<file path="config.mk">
export PLATFORM = sky130hd
export DESIGN_NAME = ssa_alu
export DESIGN_NICKNAME = d
export VERILOG_FILES = /design/src/verilog/ssa_pkg.sv /design/src/verilog/ssa_alu.sv
export SDC_FILE = /design/constraint.sdc
export NUM_CORES = 1
export LEC_CHECK = 0
export ABC_CLOCK_PERIOD_IN_PS = 3100
export BUFFER_PORTS_ARGS = -buffer_cell sky130_fd_sc_hd__buf_2
export CORE_MARGIN = 1
export CORE_UTILIZATION = 35
export CTS_CLUSTER_DIAMETER = 60
export DETAILED_ROUTE_END_ITERATION = 10
export MAX_ROUTING_LAYER = met4
export SLEW_MARGIN = 20
export SYNTH_ARGS = -nofsm -noshare
export SYNTH_HDL_FRONTEND = slang
export SYNTH_SLANG_ARGS = --single-unit
export TNS_END_PERCENT = 10
</file>
<file path="constraint.sdc">
create_clock -name core_clk_i -period 3.1 [get_ports core_clk_i]
set_clock_uncertainty 0.15 [all_clocks]
set_input_delay 0.155 -clock core_clk_i [delete_from_list [all_inputs] [get_ports core_clk_i]]
set_output_delay 0.155 -clock core_clk_i [all_outputs]
set_load 0.01 [all_outputs]
</file>
<file path="src/verilog/ssa_pkg.sv">
// Constants and types of the subtract, swap and skip datapath
// Operation
// - Skip the next instruction when the tested memory bit is one.
// - Bit test always takes two instruction cycles with a dummy slot.
// - Memory subtract to working: working minus memory into working.
// - Memory subtract to memory: working minus memory into that location.
// - Immediate subtract: working minus constant into working.
// - Borrow-not flag is zero on negative difference, one otherwise.
// - Nibble exchange swaps byte halves in memory, flags unchanged.
package ssa_pkg;
	localparam int DATA_W = 8;
	localparam int ADDR_W = 8;
	localparam int BIT_W = 3;
	localparam int NIB_W = 4;
	localparam logic [7:0] WREG_RESET = 8'h00;
	localparam logic [7:0] ZERO_BYTE = 8'h00;
	localparam logic [3:0] FLAGS_RESET = 4'h0;
	localparam int MSB = 7;

	typedef enum logic [2:0] {
		SSA_OP_NONE,
		SSA_OP_SKIP_BIT,
		SSA_OP_SUB_MEM_W,
		SSA_OP_SUB_MEM_M,
		SSA_OP_SUB_IMM,
		SSA_OP_SWAP
	} ssa_op_e;

	typedef struct packed {
		ssa_op_e op;
		logic [7:0] addr;
		logic [2:0] bit_sel;
		logic [7:0] imm;
	} ssa_instr_s;

	typedef struct packed {
		logic borrow_not_flag;
		logic null_result_flag;
		logic signed_range_exceeded_flag;
		logic nibble_borrow_flag;
	} ssa_flags_s;
endpackage : ssa_pkg

</file>
<file path="src/verilog/ssa_alu.sv">
// Subtract, nibble swap and bit skip execution datapath
`timescale 1ns/1ps
`default_nettype none
module ssa_alu (
	input wire logic core_clk_i,
	input wire logic reset_i,
	input wire logic clk_en_i,
	input wire logic instr_valid_i,
	input wire ssa_pkg::ssa_instr_s instr_i,
	output logic instr_ready_o,
	output logic [7:0] mem_rd_addr_o,
	input wire logic [7:0] mem_rd_data_i,
	output logic mem_wr_en_o,
	output logic [7:0] mem_wr_addr_o,
	output logic [7:0] mem_wr_data_o,
	output logic skip_o,
	output logic dummy_cycle_o,
	output logic [7:0] working_register_o,
	output var ssa_pkg::ssa_flags_s flags_o
);
	// Stage one presents the read address; stage two executes on read data
	typedef enum {SSA_IDLE, SSA_EXEC, SSA_DUMMY} ssa_state_e;

	ssa_state_e state, next_state;
	ssa_pkg::ssa_instr_s held, next_held;
	logic [7:0] wreg, next_wreg;
	ssa_pkg::ssa_flags_s flags, next_flags;
	logic wr_en, next_wr_en;
	logic [7:0] wr_addr, next_wr_addr;
	logic [7:0] wr_data, next_wr_data;
	logic skip, next_skip;
	logic [7:0] operand;
	logic [8:0] diff9;
	logic [4:0] nib5;
	logic [7:0] diff;

	assign instr_ready_o = (state == SSA_IDLE);
	assign mem_rd_addr_o = (state == SSA_IDLE) ? instr_i.addr : held.addr;

	always_comb begin
		operand = (held.op == ssa_pkg::SSA_OP_SUB_IMM) ? held.imm
			: mem_rd_data_i;
		diff9 = {1'b0, wreg} - {1'b0, operand};
		nib5 = {1'b0, wreg[3:0]} - {1'b0, operand[3:0]};
		diff = diff9[7:0];
	end

	always_comb begin
		next_state = state;
		next_held = held;
		next_wreg = wreg;
		next_flags = flags;
		next_wr_en = 1'b0;
		next_wr_addr = wr_addr;
		next_wr_data = wr_data;
		next_skip = 1'b0;
		case (state)
			SSA_IDLE: begin
				if (instr_valid_i && instr_i.op != ssa_pkg::SSA_OP_NONE) begin
					next_held = instr_i;
					next_state = SSA_EXEC;
				end
			end
			SSA_EXEC: begin
				next_state = SSA_IDLE;
				case (held.op)
					ssa_pkg::SSA_OP_SKIP_BIT: begin
						next_skip = mem_rd_data_i[held.bit_sel];
						next_state = SSA_DUMMY;
					end
					ssa_pkg::SSA_OP_SUB_MEM_W,
					ssa_pkg::SSA_OP_SUB_IMM,
					ssa_pkg::SSA_OP_SUB_MEM_M: begin
						if (held.op == ssa_pkg::SSA_OP_SUB_MEM_M) begin
							next_wr_en = 1'b1;
							next_wr_addr = held.addr;
							next_wr_data = diff;
						end else begin
							next_wreg = diff;
						end
						next_flags.borrow_not_flag = ~diff9[8];
						next_flags.null_result_flag =
							(diff == ssa_pkg::ZERO_BYTE);
						next_flags.signed_range_exceeded_flag =
							(wreg[ssa_pkg::MSB] != operand[ssa_pkg::MSB]) &&
							(diff[ssa_pkg::MSB] != wreg[ssa_pkg::MSB]);
						next_flags.nibble_borrow_flag = ~nib5[4];
					end
					ssa_pkg::SSA_OP_SWAP: begin
						next_wr_en = 1'b1;
						next_wr_addr = held.addr;
						next_wr_data = {mem_rd_data_i[3:0],
							mem_rd_data_i[7:4]};
					end
					default: begin
					end
				endcase
			end
			SSA_DUMMY: begin
				next_state = SSA_IDLE;
			end
			default: next_state = SSA_IDLE;
		endcase
	end

	always_ff @(posedge core_clk_i or posedge reset_i) begin
		if (reset_i) begin
			state <= SSA_IDLE;
			held <= '0;
			wreg <= ssa_pkg::WREG_RESET;
			flags <= ssa_pkg::FLAGS_RESET;
			wr_en <= 1'b0;
			wr_addr <= ssa_pkg::ZERO_BYTE;
			wr_data <= ssa_pkg::ZERO_BYTE;
			skip <= 1'b0;
		end else if (clk_en_i) begin
			state <= next_state;
			held <= next_held;
			wreg <= next_wreg;
			flags <= next_flags;
			wr_en <= next_wr_en;
			wr_addr <= next_wr_addr;
			wr_data <= next_wr_data;
			skip <= next_skip;
		end
	end

	assign mem_wr_en_o = wr_en && clk_en_i;
	assign mem_wr_addr_o = wr_addr;
	assign mem_wr_data_o = wr_data;
	assign skip_o = skip;
	assign dummy_cycle_o = (state == SSA_DUMMY);
	assign working_register_o = wreg;
	assign flags_o = flags;

	chk_skip_bit_value: assert property (
		@(posedge core_clk_i) disable iff (reset_i)
		(clk_en_i && state == SSA_EXEC &&
			held.op == ssa_pkg::SSA_OP_SKIP_BIT)
		|=> (skip == $past(mem_rd_data_i[held.bit_sel])))
		else $error("skip does not follow tested bit");

	chk_skip_two_cycles: assert property (
		@(posedge core_clk_i) disable iff (reset_i)
		(clk_en_i && state == SSA_EXEC &&
			held.op == ssa_pkg::SSA_OP_SKIP_BIT)
		|=> (state == SSA_DUMMY))
		else $error("bit test lacks dummy cycle");

	chk_sub_working: assert property (
		@(posedge core_clk_i) disable iff (reset_i)
		(clk_en_i && state == SSA_EXEC &&
			held.op == ssa_pkg::SSA_OP_SUB_MEM_W)
		|=> (wreg == $past(wreg) - $past(mem_rd_data_i) && !wr_en))
		else $error("memory subtract to working wrong");

	chk_sub_memory: assert property (
		@(posedge core_clk_i) disable iff (reset_i)
		(clk_en_i && state == SSA_EXEC &&
			held.op == ssa_pkg::SSA_OP_SUB_MEM_M)
		|=> (wr_en && wr_data == $past(wreg) - $past(mem_rd_data_i)
			&& $stable(wreg)))
		else $error("memory subtract to memory wrong");

	chk_sub_immediate: assert property (
		@(posedge core_clk_i) disable iff (reset_i)
		(clk_en_i && state == SSA_EXEC &&
			held.op == ssa_pkg::SSA_OP_SUB_IMM)
		|=> (wreg == $past(wreg) - $past(held.imm)))
		else $error("immediate subtract wrong");

	chk_borrow_flag: assert property (
		@(posedge core_clk_i) disable iff (reset_i)
		(clk_en_i && state == SSA_EXEC && held.op != ssa_pkg::SSA_OP_SWAP
			&& held.op != ssa_pkg::SSA_OP_SKIP_BIT
			&& held.op != ssa_pkg::SSA_OP_NONE)
		|=> (flags.borrow_not_flag == ($past(wreg) >= $past(operand))))
		else $error("borrow flag wrong");

	chk_swap_nibbles: assert property (
		@(posedge core_clk_i) disable iff (reset_i)
		(clk_en_i && state == SSA_EXEC && held.op == ssa_pkg::SSA_OP_SWAP)
		|=> (wr_en && wr_data[3:0] == $past(mem_rd_data_i[7:4])
			&& wr_data[7:4] == $past(mem_rd_data_i[3:0])
			&& $stable(flags)))
		else $error("nibble swap wrong");

	chk_zero_flag: assert property (
		@(posedge core_clk_i) disable iff (reset_i)
		(clk_en_i && state == SSA_EXEC && held.op == ssa_pkg::SSA_OP_SUB_IMM)
		|=> (flags.null_result_flag == (wreg == ssa_pkg::ZERO_BYTE)))
		else $error("zero flag wrong");

	// Side effects that instructions must not have, mixed with sequencing and clock enable checks
	chk_skip_no_write: assert property (
		@(posedge core_clk_i) disable iff (reset_i)
		(clk_en_i && state == SSA_EXEC &&
			held.op == ssa_pkg::SSA_OP_SKIP_BIT)
		|=> (!wr_en && $stable(wreg) && $stable(flags)))
		else $error("bit test changed state");

	chk_skip_single_pulse: assert property (
		@(posedge core_clk_i) disable iff (reset_i)
		(clk_en_i && skip)
		|=> (!skip))
		else $error("skip held too long");

	chk_skip_only_dummy: assert property (
		@(posedge core_clk_i) disable iff (reset_i)
		(skip)
		|-> (state == SSA_DUMMY))
		else $error("skip outside dummy cycle");

	chk_dummy_to_idle: assert property (
		@(posedge core_clk_i) disable iff (reset_i)
		(clk_en_i && state == SSA_DUMMY)
		|=> (state == SSA_IDLE))
		else $error("dummy cycle not followed by idle");

	chk_exec_after_take: assert property (
		@(posedge core_clk_i) disable iff (reset_i)
		(clk_en_i && instr_ready_o && instr_valid_i &&
			instr_i.op != ssa_pkg::SSA_OP_NONE)
		|=> (state == SSA_EXEC))
		else $error("offered instruction not taken");

	chk_freeze_state: assert property (
		@(posedge core_clk_i) disable iff (reset_i)
		(!clk_en_i)
		|=> ($stable(state) && $stable(wreg) && $stable(flags)))
		else $error("state moved while clock enable low");

	chk_sub_keeps_memory: assert property (
		@(posedge core_clk_i) disable iff (reset_i)
		(clk_en_i && state == SSA_EXEC &&
			(held.op == ssa_pkg::SSA_OP_SUB_MEM_W ||
			held.op == ssa_pkg::SSA_OP_SUB_IMM))
		|=> (!wr_en))
		else $error("subtract to working wrote memory");

	chk_write_address: assert property (
		@(posedge core_clk_i) disable iff (reset_i)
		(clk_en_i && state == SSA_EXEC &&
			(held.op == ssa_pkg::SSA_OP_SUB_MEM_M ||
			held.op == ssa_pkg::SSA_OP_SWAP))
		|=> (wr_en && wr_addr == $past(held.addr)))
		else $error("memory write to wrong address");

	chk_write_single_pulse: assert property (
		@(posedge core_clk_i) disable iff (reset_i)
		(clk_en_i && wr_en)
		|=> (!wr_en))
		else $error("memory write held too long");

	chk_swap_keeps_working: assert property (
		@(posedge core_clk_i) disable iff (reset_i)
		(clk_en_i && state == SSA_EXEC && held.op == ssa_pkg::SSA_OP_SWAP)
		|=> ($stable(wreg) && !skip))
		else $error("nibble swap touched working register");

	chk_flags_only_subtract: assert property (
		@(posedge core_clk_i) disable iff (reset_i)
		(clk_en_i && state != SSA_EXEC)
		|=> ($stable(flags)))
		else $error("flags moved outside a subtract");

	// Zero flag checks on the forms the check above leaves out, then overflow and nibble checks on all three subtracts
	chk_zero_flag_memory: assert property (
		@(posedge core_clk_i) disable iff (reset_i)
		(clk_en_i && state == SSA_EXEC &&
			held.op == ssa_pkg::SSA_OP_SUB_MEM_M)
		|=> (flags.null_result_flag == (wr_data == ssa_pkg::ZERO_BYTE)))
		else $error("zero flag wrong on memory result");

	chk_zero_flag_working: assert property (
		@(posedge core_clk_i) disable iff (reset_i)
		(clk_en_i && state == SSA_EXEC &&
			held.op == ssa_pkg::SSA_OP_SUB_MEM_W)
		|=> (flags.null_result_flag == (wreg == ssa_pkg::ZERO_BYTE)))
		else $error("zero flag wrong on working result");

	chk_overflow_flag: assert property (
		@(posedge core_clk_i) disable iff (reset_i)
		(clk_en_i && state == SSA_EXEC &&
			(held.op == ssa_pkg::SSA_OP_SUB_MEM_W ||
			held.op == ssa_pkg::SSA_OP_SUB_MEM_M ||
			held.op == ssa_pkg::SSA_OP_SUB_IMM))
		|=> (flags.signed_range_exceeded_flag ==
			((int'($signed($past(wreg))) -
			int'($signed($past(operand)))) > 127 ||
			(int'($signed($past(wreg))) -
			int'($signed($past(operand)))) < -128)))
		else $error("signed overflow flag wrong");

	chk_nibble_flag: assert property (
		@(posedge core_clk_i) disable iff (reset_i)
		(clk_en_i && state == SSA_EXEC &&
			(held.op == ssa_pkg::SSA_OP_SUB_MEM_W ||
			held.op == ssa_pkg::SSA_OP_SUB_MEM_M ||
			held.op == ssa_pkg::SSA_OP_SUB_IMM))
		|=> (flags.nibble_borrow_flag ==
			($past(wreg[3:0]) >= $past(operand[3:0]))))
		else $error("nibble borrow flag wrong");
endmodule // ssa_alu
`default_nettype wire

</file>
* Word-level counts from Yosys, hierarchy flattened *
Cells that the tools add are included.

word-level totals
  flip-flop bits (word level) = 84
  bits in latches = 0
  memory bits (writable) = 0
  memory bits (read-only) = 0
  output and inout port bits = 40
  memories = 0

operators by class
  $add $sub $neg = 2
  multiply operators = 0
  div/mod/pow operators = 0
  magnitude comparators = 1
  eq/ne operators = 11
  shift operators = 0
  mux-type cells = 16
  bitwise gates (word level) = 3
  reduce and logical (&&, ||, !) cells = 14

operators with widths
  cell                 number
  $logic_not 32->1     2
  $pmux 32 s2          1
  $eq 32x1->1 const B  1
  $eq 32x3->1 const B  1
  $mux 32              1
  $mux 8               4
  $pmux 8 s2           2
  $sub 8x8->9          1
  $logic_not 8->1      1
  $reduce_and 4->1     2
  $eq 3x2->1 const B   2
  $eq 3x3->1 const B   2
  $reduce_and 3->1     2
  $mux 1               5
  $sub 4x4->5          1
  $lt 3x4->1 const B   1
  $ne 2x2->1 const B   2
  $bmux 1 s3           1
  $eq 3x1->1 const B   1
  $logic_and 1x1->1    3
  $not 1->1            3
  $reduce_bool 3->1    1
  $reduce_or 3->1      1
  $mux 2               1
  other kinds (4)      5

* Depth between registers and ports, before layout *
Gate-level depths: netlist of the first run.

  depth in word-level cells = 5
  depth in mapped cells = 12
  depth with buffers taken out = 10

* Least setup slack after synthesis of the first run *
OpenSTA, ideal clock, no wires.

  kind = register -> register
  start point = reg held[19] (netlist name)
  end point = reg flags (netlist bit flags_o[2])
  setup time = 92 ps
  arrival = 2516 ps
  required time = 2858 ps
  slack = 343 ps
  stages on the path, launching flop included = 13
  buffers on the path = 2
  clock period less this slack = 2757 ps
  path through = dfrtp_1 buf_2 nor3b_2 buf_4 mux2_2 ha_1 inv_1 fa_1 a21o_1 a21oi_1 xnor2_1 o211ai_1 o31ai_2

between the ends
  cells in the longest elaborated chain, start to end = 4

ends and longest elaborated chain
  what                    line                          source
  from (decl)             ssa_alu.sv:25                 ssa_pkg::ssa_instr_s held, next_held;
  from (signal assigned)  ssa_alu.sv:118                held <= next_held;
  $eq 3x3->1              ssa_alu.sv:41, ssa_alu.sv:66
  $mux 8                  ssa_alu.sv:41                 operand = (held.op == ssa_pkg::SSA_OP_SUB_IMM) ? held.imm
  $sub 8x8->9             ssa_alu.sv:43                 diff9 = {1'b0, wreg} - {1'b0, operand};
  $logic_not 8->1         ssa_alu.sv:83                 (diff == ssa_pkg::ZERO_BYTE);
  to (signal assigned)    ssa_alu.sv:111                flags <= ssa_pkg::FLAGS_RESET;
  to (signal assigned)    ssa_alu.sv:120                flags <= next_flags;
  to (decl)               ssa_alu.sv:27                 ssa_pkg::ssa_flags_s flags, next_flags;

Parallel ways exist; a longest one is shown, timed or not.
A chain may end at the register's enable or synchronous reset.

* Worst setup path after layout of the first run *
  start point = reg held[21] (netlist name)
  end point = reg flags (netlist bit flags_o[2])

The elaborated chain is that of the path after synthesis.

==> impl_metrics.py, run 1 <==
metrics = {
    "yosys": {
        "syn_area_per_cell_sq_um": 12.0,
        "synth_area_leader_cell": "dfrtp_1",
        "yosysTopAreaCellShare": 0.472,
        "synth_enable_flop_cells": 0,
        "yosysSeqAreaShare": 0.472,
        "yosysWarningCount": 0,
        "yosysUniqueCellTypes": 45,
        "syn-cell-area_sq_mm": 0.00286,
        "synth_flop_cell": "dfrtp_1",
        "yosys-top-cells-area": "dfrtp_1 (47%), mux2_1 (12%), mux2_2 (5.5%), mux2i_1 (4.5%), ha_1 (3.5%)",
        "synth-seq-cells": 54,
        "synth_nets": 282,
        "async_flop_share": 1.00,
        "syn_inst": 239,
    },
    "placement": {
        "gp_congestion": 0.853,
        "dp_slack_ps": 266,
        "portBuffers": 73,
        "place_area_sq_mm": 0.00338,
        "dp.final_hpwl_microns": 5260,
    },
    "layout": {
        "design_area_sq_mm": 0.00371,
        "final_util": 0.475,
        "syn2layout_area_growth_pct": 29.6,
        "drive_gt1_frac": 0.332,
        "nets": 386,
        "antenna_cells": 0,
    },
    "worst_setup_path": {
        "start_kind": "flop",
        "cp.required_ps": 3180,
        "critical_path_depth": 9,
        "cp_top_family": "compound AO/OA/AOI/OAI gates",
        "worstPathArrival_ps": 2930,
        "r2r-end": "flags_o[2]",
        "reg2regPathDepth": 9,
        "r2r_start": "held[21]",
        "crit_path_max_fanout": 8,
        "cp_slowest_cell": "dfrtp_1",
        "crit_chain": "nor3b_2 > buf_4 > mux2i_1 > ha_1 > a21o_1 > a221oi_4 > xnor2_1 > or2_0 > o31ai_2",
        "crit_buf_inv": 1,
        "worstSetupPathType": "reg2reg",
        "worst_setup_path_end_kind": "flop",
        "startpoint": "held[21]",
        "cpPeakStageDelay_ps": 440,
        "cp-endpoint": "flags_o[2]",
        "ff2ff_setup_slack_ps": 250,
    },
    "cts": {
        "cts_setup_buffers": 0,
        "htreeDepth": 2,
        "tritoncts": "yes",
        "clk_pin_slew_ps": 100,
        "cts_buffers": 5,
        "clock_latency_ps": 310,
        "clk_root_buffer_cell": "clkbuf_8",
        "cts_sinks": 54,
        "cts_buffer_depth": 2,
    },
    "route": {
        "first_pass_iters": 4,
        "via_per_inst": 4.96,
        "ant_nets": 0,
        "drt_iter0_markers": 101,
        "routed_wl_microns": 6950,
        "vias": 2205,
        "wl_per_cell_microns": 15.6,
        "route.detailed.drc": 0,
    },
    "floorplanning": {
        "fp.dieArea_sq_mm": 0.00855,
        "die_x_microns": 92.5,
        "die_h_microns": 92.5,
        "coreArea_sq_mm": 0.00781,
        "ios": 74,
        "num_rows": 32,
        "start_util": 0.367,
    },
    "global_routing": {
        "antenna_found_initial": 0,
        "grt_pass1_wl_microns": 11600,
        "grt_max_degree": 32,
        "gr-total-overflow": 0,
        "first_global_vias": 2255,
        "grt_util_all_layers": 0.180,
    },
    "timing": {
        "slew_headroom": 0.465,
        "drv_slew": 0,
        "setup_viol": 0,
        "finalHoldViolations": 0,
        "fmax_mhz": 351,
        "layout_min_cycle_time_ps": 2850,
        "rsz0062_at_grt": "no",
        "hold_ws_ps": 2.11,
        "finalSetupTns_ps": 0,
        "tightest_slew_ps": 801,
        "setup_slack_ps": 251,
        "fin_crit_sh": 0.919,
    },
    "hold_path": {
        "hold_path_class": "in2reg",
    },
    "power_and_ir_drop": {
        "irDropWorstVdd_mv": 0.392,
        "pwr_density_cell_mw_per_mm2": 845,
        "leakage_nw": 1.76,
    },
    "outcome": {
        "status": "finished clean",
    },
    "run": {
        "max_cap_viol_count": 0,
    },
}
-- power breakdown --
part	internal [mW]	switching, mW	total [mW]
Sequential	0.958	0.179	1.14
Combinational	0.745	0.857	1.60
Clock	0.157	0.240	0.397
Total	1.86	1.28	3.14
-- area by class of cell --
class | count | area (sq um)
Clock inverter | 2 | 13.8
Sequential cell | 54 | 1350
Inverter | 10 | 37.5
Multi-Input combinational cell | 167 | 1440
Timing Repair Buffer | 105 | 678
Tap cell | 102 | 128
Clock buffer | 5 | 68.8
Fill cell | 750 | 4100
-- sequential cells by signal, summed over array words and instances, names as in the netlist --
register / cells
mem_wr_addr_o: 8
skip_o: 1
mem_wr_data_o: 8
held: 22
working_register_o: 8
flags_o: 4
state: 2
wr_en: 1
-- kinds of logic (layout without fill, tap and decap cells) --
logic type	count (synthesis)	after routing	share of synthesized area
muxes	60	60	0.238
DFF	54	54	0.472
and+or+nand+nor	49	49	0.0935
AOI/OAI and AO/OA	44	44	0.108
buffers and inverters	18	122	0.0310
adders and majority gates	9	9	0.0419
xor gates and xnor gates	5	5	0.0153
-- cell usage in the layout, fill, tap and decap left out, drive strengths merged, types with 2 or more instances in the layout --
cell,netlist,layout
dfrtp,54,54
a21oi,9,9
o21bai,2,2
dlygate4sd3,0,24
mux2,45,45
buf,6,81
o21a,2,2
nand2,16,16
mux4,2,2
nand3b,2,2
a21o,5,5
and3b,2,2
nand2b,3,3
o21ai,13,13
nor2b,2,2
a211oi,3,3
inv,10,11
mux2i,13,13
xnor2,5,5
ha,8,8
nor3,4,4
clkbuf,2,5
o211ai,2,2
nor2,14,14
-- worst min-delay path, delay by kind of cell --
| kind | cells | cell delay [ps] |
|---|---|---|
| buffers and inverters | 1 | 100 |
| muxes | 1 | 60 |
| AOI/OAI and AO/OA | 1 | 110 |
-- per-layer routing --
layer | up-vias | routed length (microns) | track usage
li1 | 1067 | - | -
met1 | 1087 | 3330 | 0.239
met2 | 45 | 3350 | 0.292
met3 | 6 | 208 | 0.0238
met4 | 0 | 65 | 0.0469
met5 | - | 0 | -
-- per-stage QoR --
stage	cells	total power, mW
floorplan	239	2.21
global placement	414	2.70
detailed placement	414	2.72
CTS	445	3.15
global route	445	3.38
finish	445	3.14
-- how the worst min path moves through the flow --
stage                                start               end  slack (ps)  cells past startpoint
final                     mem_rd_data_i[0]  mem_wr_data_o[4]           2                      3
after global routing      mem_rd_data_i[0]  mem_wr_data_o[4]          40                      3
after CTS                 mem_rd_data_i[0]  mem_wr_data_o[4]         0.8                      3
after detailed placement           reset_i           held[2]         100                      2
after global placement             reset_i          held[12]         100                      2
after floorplan                   clk_en_i             wr_en         100                      1
-- synthesized netlist by cell type (2+ instances only) --
library cell,instances
mux4_2,2
buf_2,2
a21o_1,5
nor3_1,3
a21oi_1,9
mux2_2,14
xnor2_1,5
nor2_1,13
dfrtp_1,54
nand3b_1,2
ha_1,8
a211oi_1,3
o21ai_1,11
mux2_1,31
nor2b_1,2
mux2i_1,13
o211ai_1,2
o21a_1,2
and3b_1,2
o21ai_0,2
clkbuf_1,2
nand2b_1,3
inv_1,10
nand2_1,16
buf_4,3
-- what timing repair did --
action	in CTS	in global routing
hold buffers	24	0
setup endpoints to repair	0	2
hold endpoints to repair	47	0
gates resized for setup	0	2
(Power assumes the default switching activity.)
==> run 2, diff against run 1 <==
- CAP_MARGIN: not set -> 20
- CELL_PAD_IN_SITES_DETAIL_PLACEMENT: not set -> 1
- CELL_PAD_IN_SITES_GLOBAL_PLACEMENT: not set -> 1
- PLACE_DENSITY_LB_ADDON: not set -> 0.1
==> run 2 against run 1 <==
Cell area increased by 0.88%. Global-route usage increased by 1.6 points. Sequential power about the same. Die area unchanged. Total power increased by 2.2%. Routed wire length increased by 9.8%. Via count increased by 2.2%. Sequential share of layout area decreased by 0.28 points. Maximum frequency decreased by 2.8%.
==> impl_metrics.py, run 2 (synthesized netlist as in run 1, its figures left out) <==
metrics = {
    "outcome": {
        "status": "finished clean",
    },
    "floorplanning": {
        "fp.dieArea_sq_mm": 0.00855,
        "ios": 74,
        "die_x_microns": 92.5,
        "die_h_microns": 92.5,
        "coreArea_sq_mm": 0.00781,
        "start_util": 0.367,
        "num_rows": 32,
    },
    "route": {
        "wl_per_cell_microns": 17.1,
        "ant_nets": 0,
        "via_per_inst": 5.04,
        "routed_wl_microns": 7630,
        "vias": 2254,
        "first_pass_iters": 4,
        "drt_iter0_markers": 54,
        "route.detailed.drc": 0,
    },
    "worst_setup_path": {
        "reg2regPathDepth": 9,
        "critical_path_depth": 9,
        "cpPeakStageDelay_ps": 470,
        "cp.required_ps": 3190,
        "worstSetupPathType": "reg2reg",
        "crit_buf_inv": 1,
        "startpoint": "held[20]",
        "crit_path_max_fanout": 7,
        "ff2ff_setup_slack_ps": 170,
        "cp-endpoint": "flags_o[2]",
        "start_kind": "flop",
        "worstPathArrival_ps": 3020,
        "cp_slowest_cell": "dfrtp_2",
        "r2r_start": "held[20]",
        "r2r-end": "flags_o[2]",
        "worst_setup_path_end_kind": "flop",
        "cp_top_family": "compound AO/OA/AOI/OAI gates",
        "crit_chain": "nor3b_4 > buf_4 > mux2i_2 > ha_2 > a21o_1 > a221oi_4 > xnor2_1 > or2_0 > o31ai_2",
    },
    "layout": {
        "antenna_cells": 0,
        "final_common_cell": "buf_2",
        "syn2layout_area_growth_pct": 30.8,
        "largest_reg_flops": 22,
        "fill_cells": 891,
        "final_cell_mix": "buf_2 (73), dfrtp_1 (53), mux2_1 (31)",
        "nets": 387,
        "regMostFlops": "held",
        "drive_gt1_frac": 0.345,
    },
    "power_and_ir_drop": {
        "irDropWorstVdd_mv": 0.400,
        "leakage_nw": 1.77,
        "power_mw": 3.21,
        "pwr_density_cell_mw_per_mm2": 856,
    },
    "cts": {
        "cts_buffer_depth": 2,
        "clk_root_buffer_cell": "clkbuf_8",
        "cts_sinks": 54,
        "clk_pin_slew_ps": 110,
        "tritoncts": "yes",
        "cts_buffers": 5,
        "htreeDepth": 2,
        "clock_latency_ps": 320,
    },
    "timing": {
        "finalSetupTns_ps": 0,
        "rsz0062_at_grt": "no",
        "fin_crit_sh": 0.946,
        "fmax_mhz": 341,
        "setup_viol": 0,
        "tightest_slew_ps": 727,
        "drv_slew": 0,
        "layout_min_cycle_time_ps": 2930,
        "slew_headroom": 0.515,
        "finalHoldViolations": 0,
    },
    "hold_path": {
        "hold_path_class": "in2reg",
        "hold-path-cell-count": 3,
    },
    "global_routing": {
        "grt_max_degree": 35,
        "grt_pass1_wl_microns": 12500,
        "grt_util_all_layers": 0.196,
        "first_global_vias": 2366,
        "antenna_found_initial": 0,
        "gr-total-overflow": 0,
    },
    "placement": {
        "gp_congestion": 0.843,
        "dp.final_hpwl_microns": 5770,
        "portBuffers": 73,
    },
    "run": {
        "max_cap_viol_count": 0,
    },
}
run 2: final cells by class:
cell class | instances | area, sq um | share of cell area
sequential | 54 | 1350 | 0.361
timing repair buffer | 106 | 686 | 0.183
clock inverter | 3 | 25.0 | 0.00668
inverter | 10 | 37.5 | 0.0100
tap | 102 | 128 | 0.0341
multi-input combinational | 167 | 1450 | 0.387
clock buffer | 5 | 68.8 | 0.0184
run 2: per-layer routing:
metal,vias up,part of all wire,GRT usage
li1,1073,-,-
met1,1125,0.49,0.267
met2,48,0.46,0.306
met3,8,0.032,0.0402
met4,0,0.010,0.0352
met5,-,0,-
run 2: worst min-delay path, cell delays in order:
cell     delay, ps
buf_2          110
a21oi_1         80
o21ai_1        120
run 2: worst min path at each step:
stage                           startpoint                to  slack, ps
after CTS                 mem_rd_data_i[6]  mem_wr_data_o[2]         20
after floorplan                   clk_en_i             wr_en        100
after global routing      mem_rd_data_i[6]  mem_wr_data_o[2]         30
after global placement             reset_i  mem_wr_addr_o[0]        180
final                     mem_rd_data_i[6]  mem_wr_data_o[2]         30
after detailed placement           reset_i  mem_wr_addr_o[0]        180
run 2: per-stage QoR:
stage               hold WS (ps)  instances  setup slack [ps]   util  cell area, sq um
floorplan                   95.7        239               343      -              2860
global placement             176        415               124  0.434              3390
detailed placement           177        415               109  0.434              3390
CTS                         21.3        447              65.4  0.477              3720
global route                28.8        447              7.38  0.480              3740
finish                      25.4        447               168  0.480              3740
run 2: report_power, final:
group          internal [mW]  total [mW]  switching [mW]
registers              0.959        1.14           0.180
logic                  0.752        1.64           0.891
clock network          0.164       0.424           0.260
run 2: what timing repair did:
item,CTS,global route
hold buffers,24,0
setup buffers,0,0
endpoints found under the setup margin,0,3
endpoints found under the hold margin,57,0
resized for setup,0,6
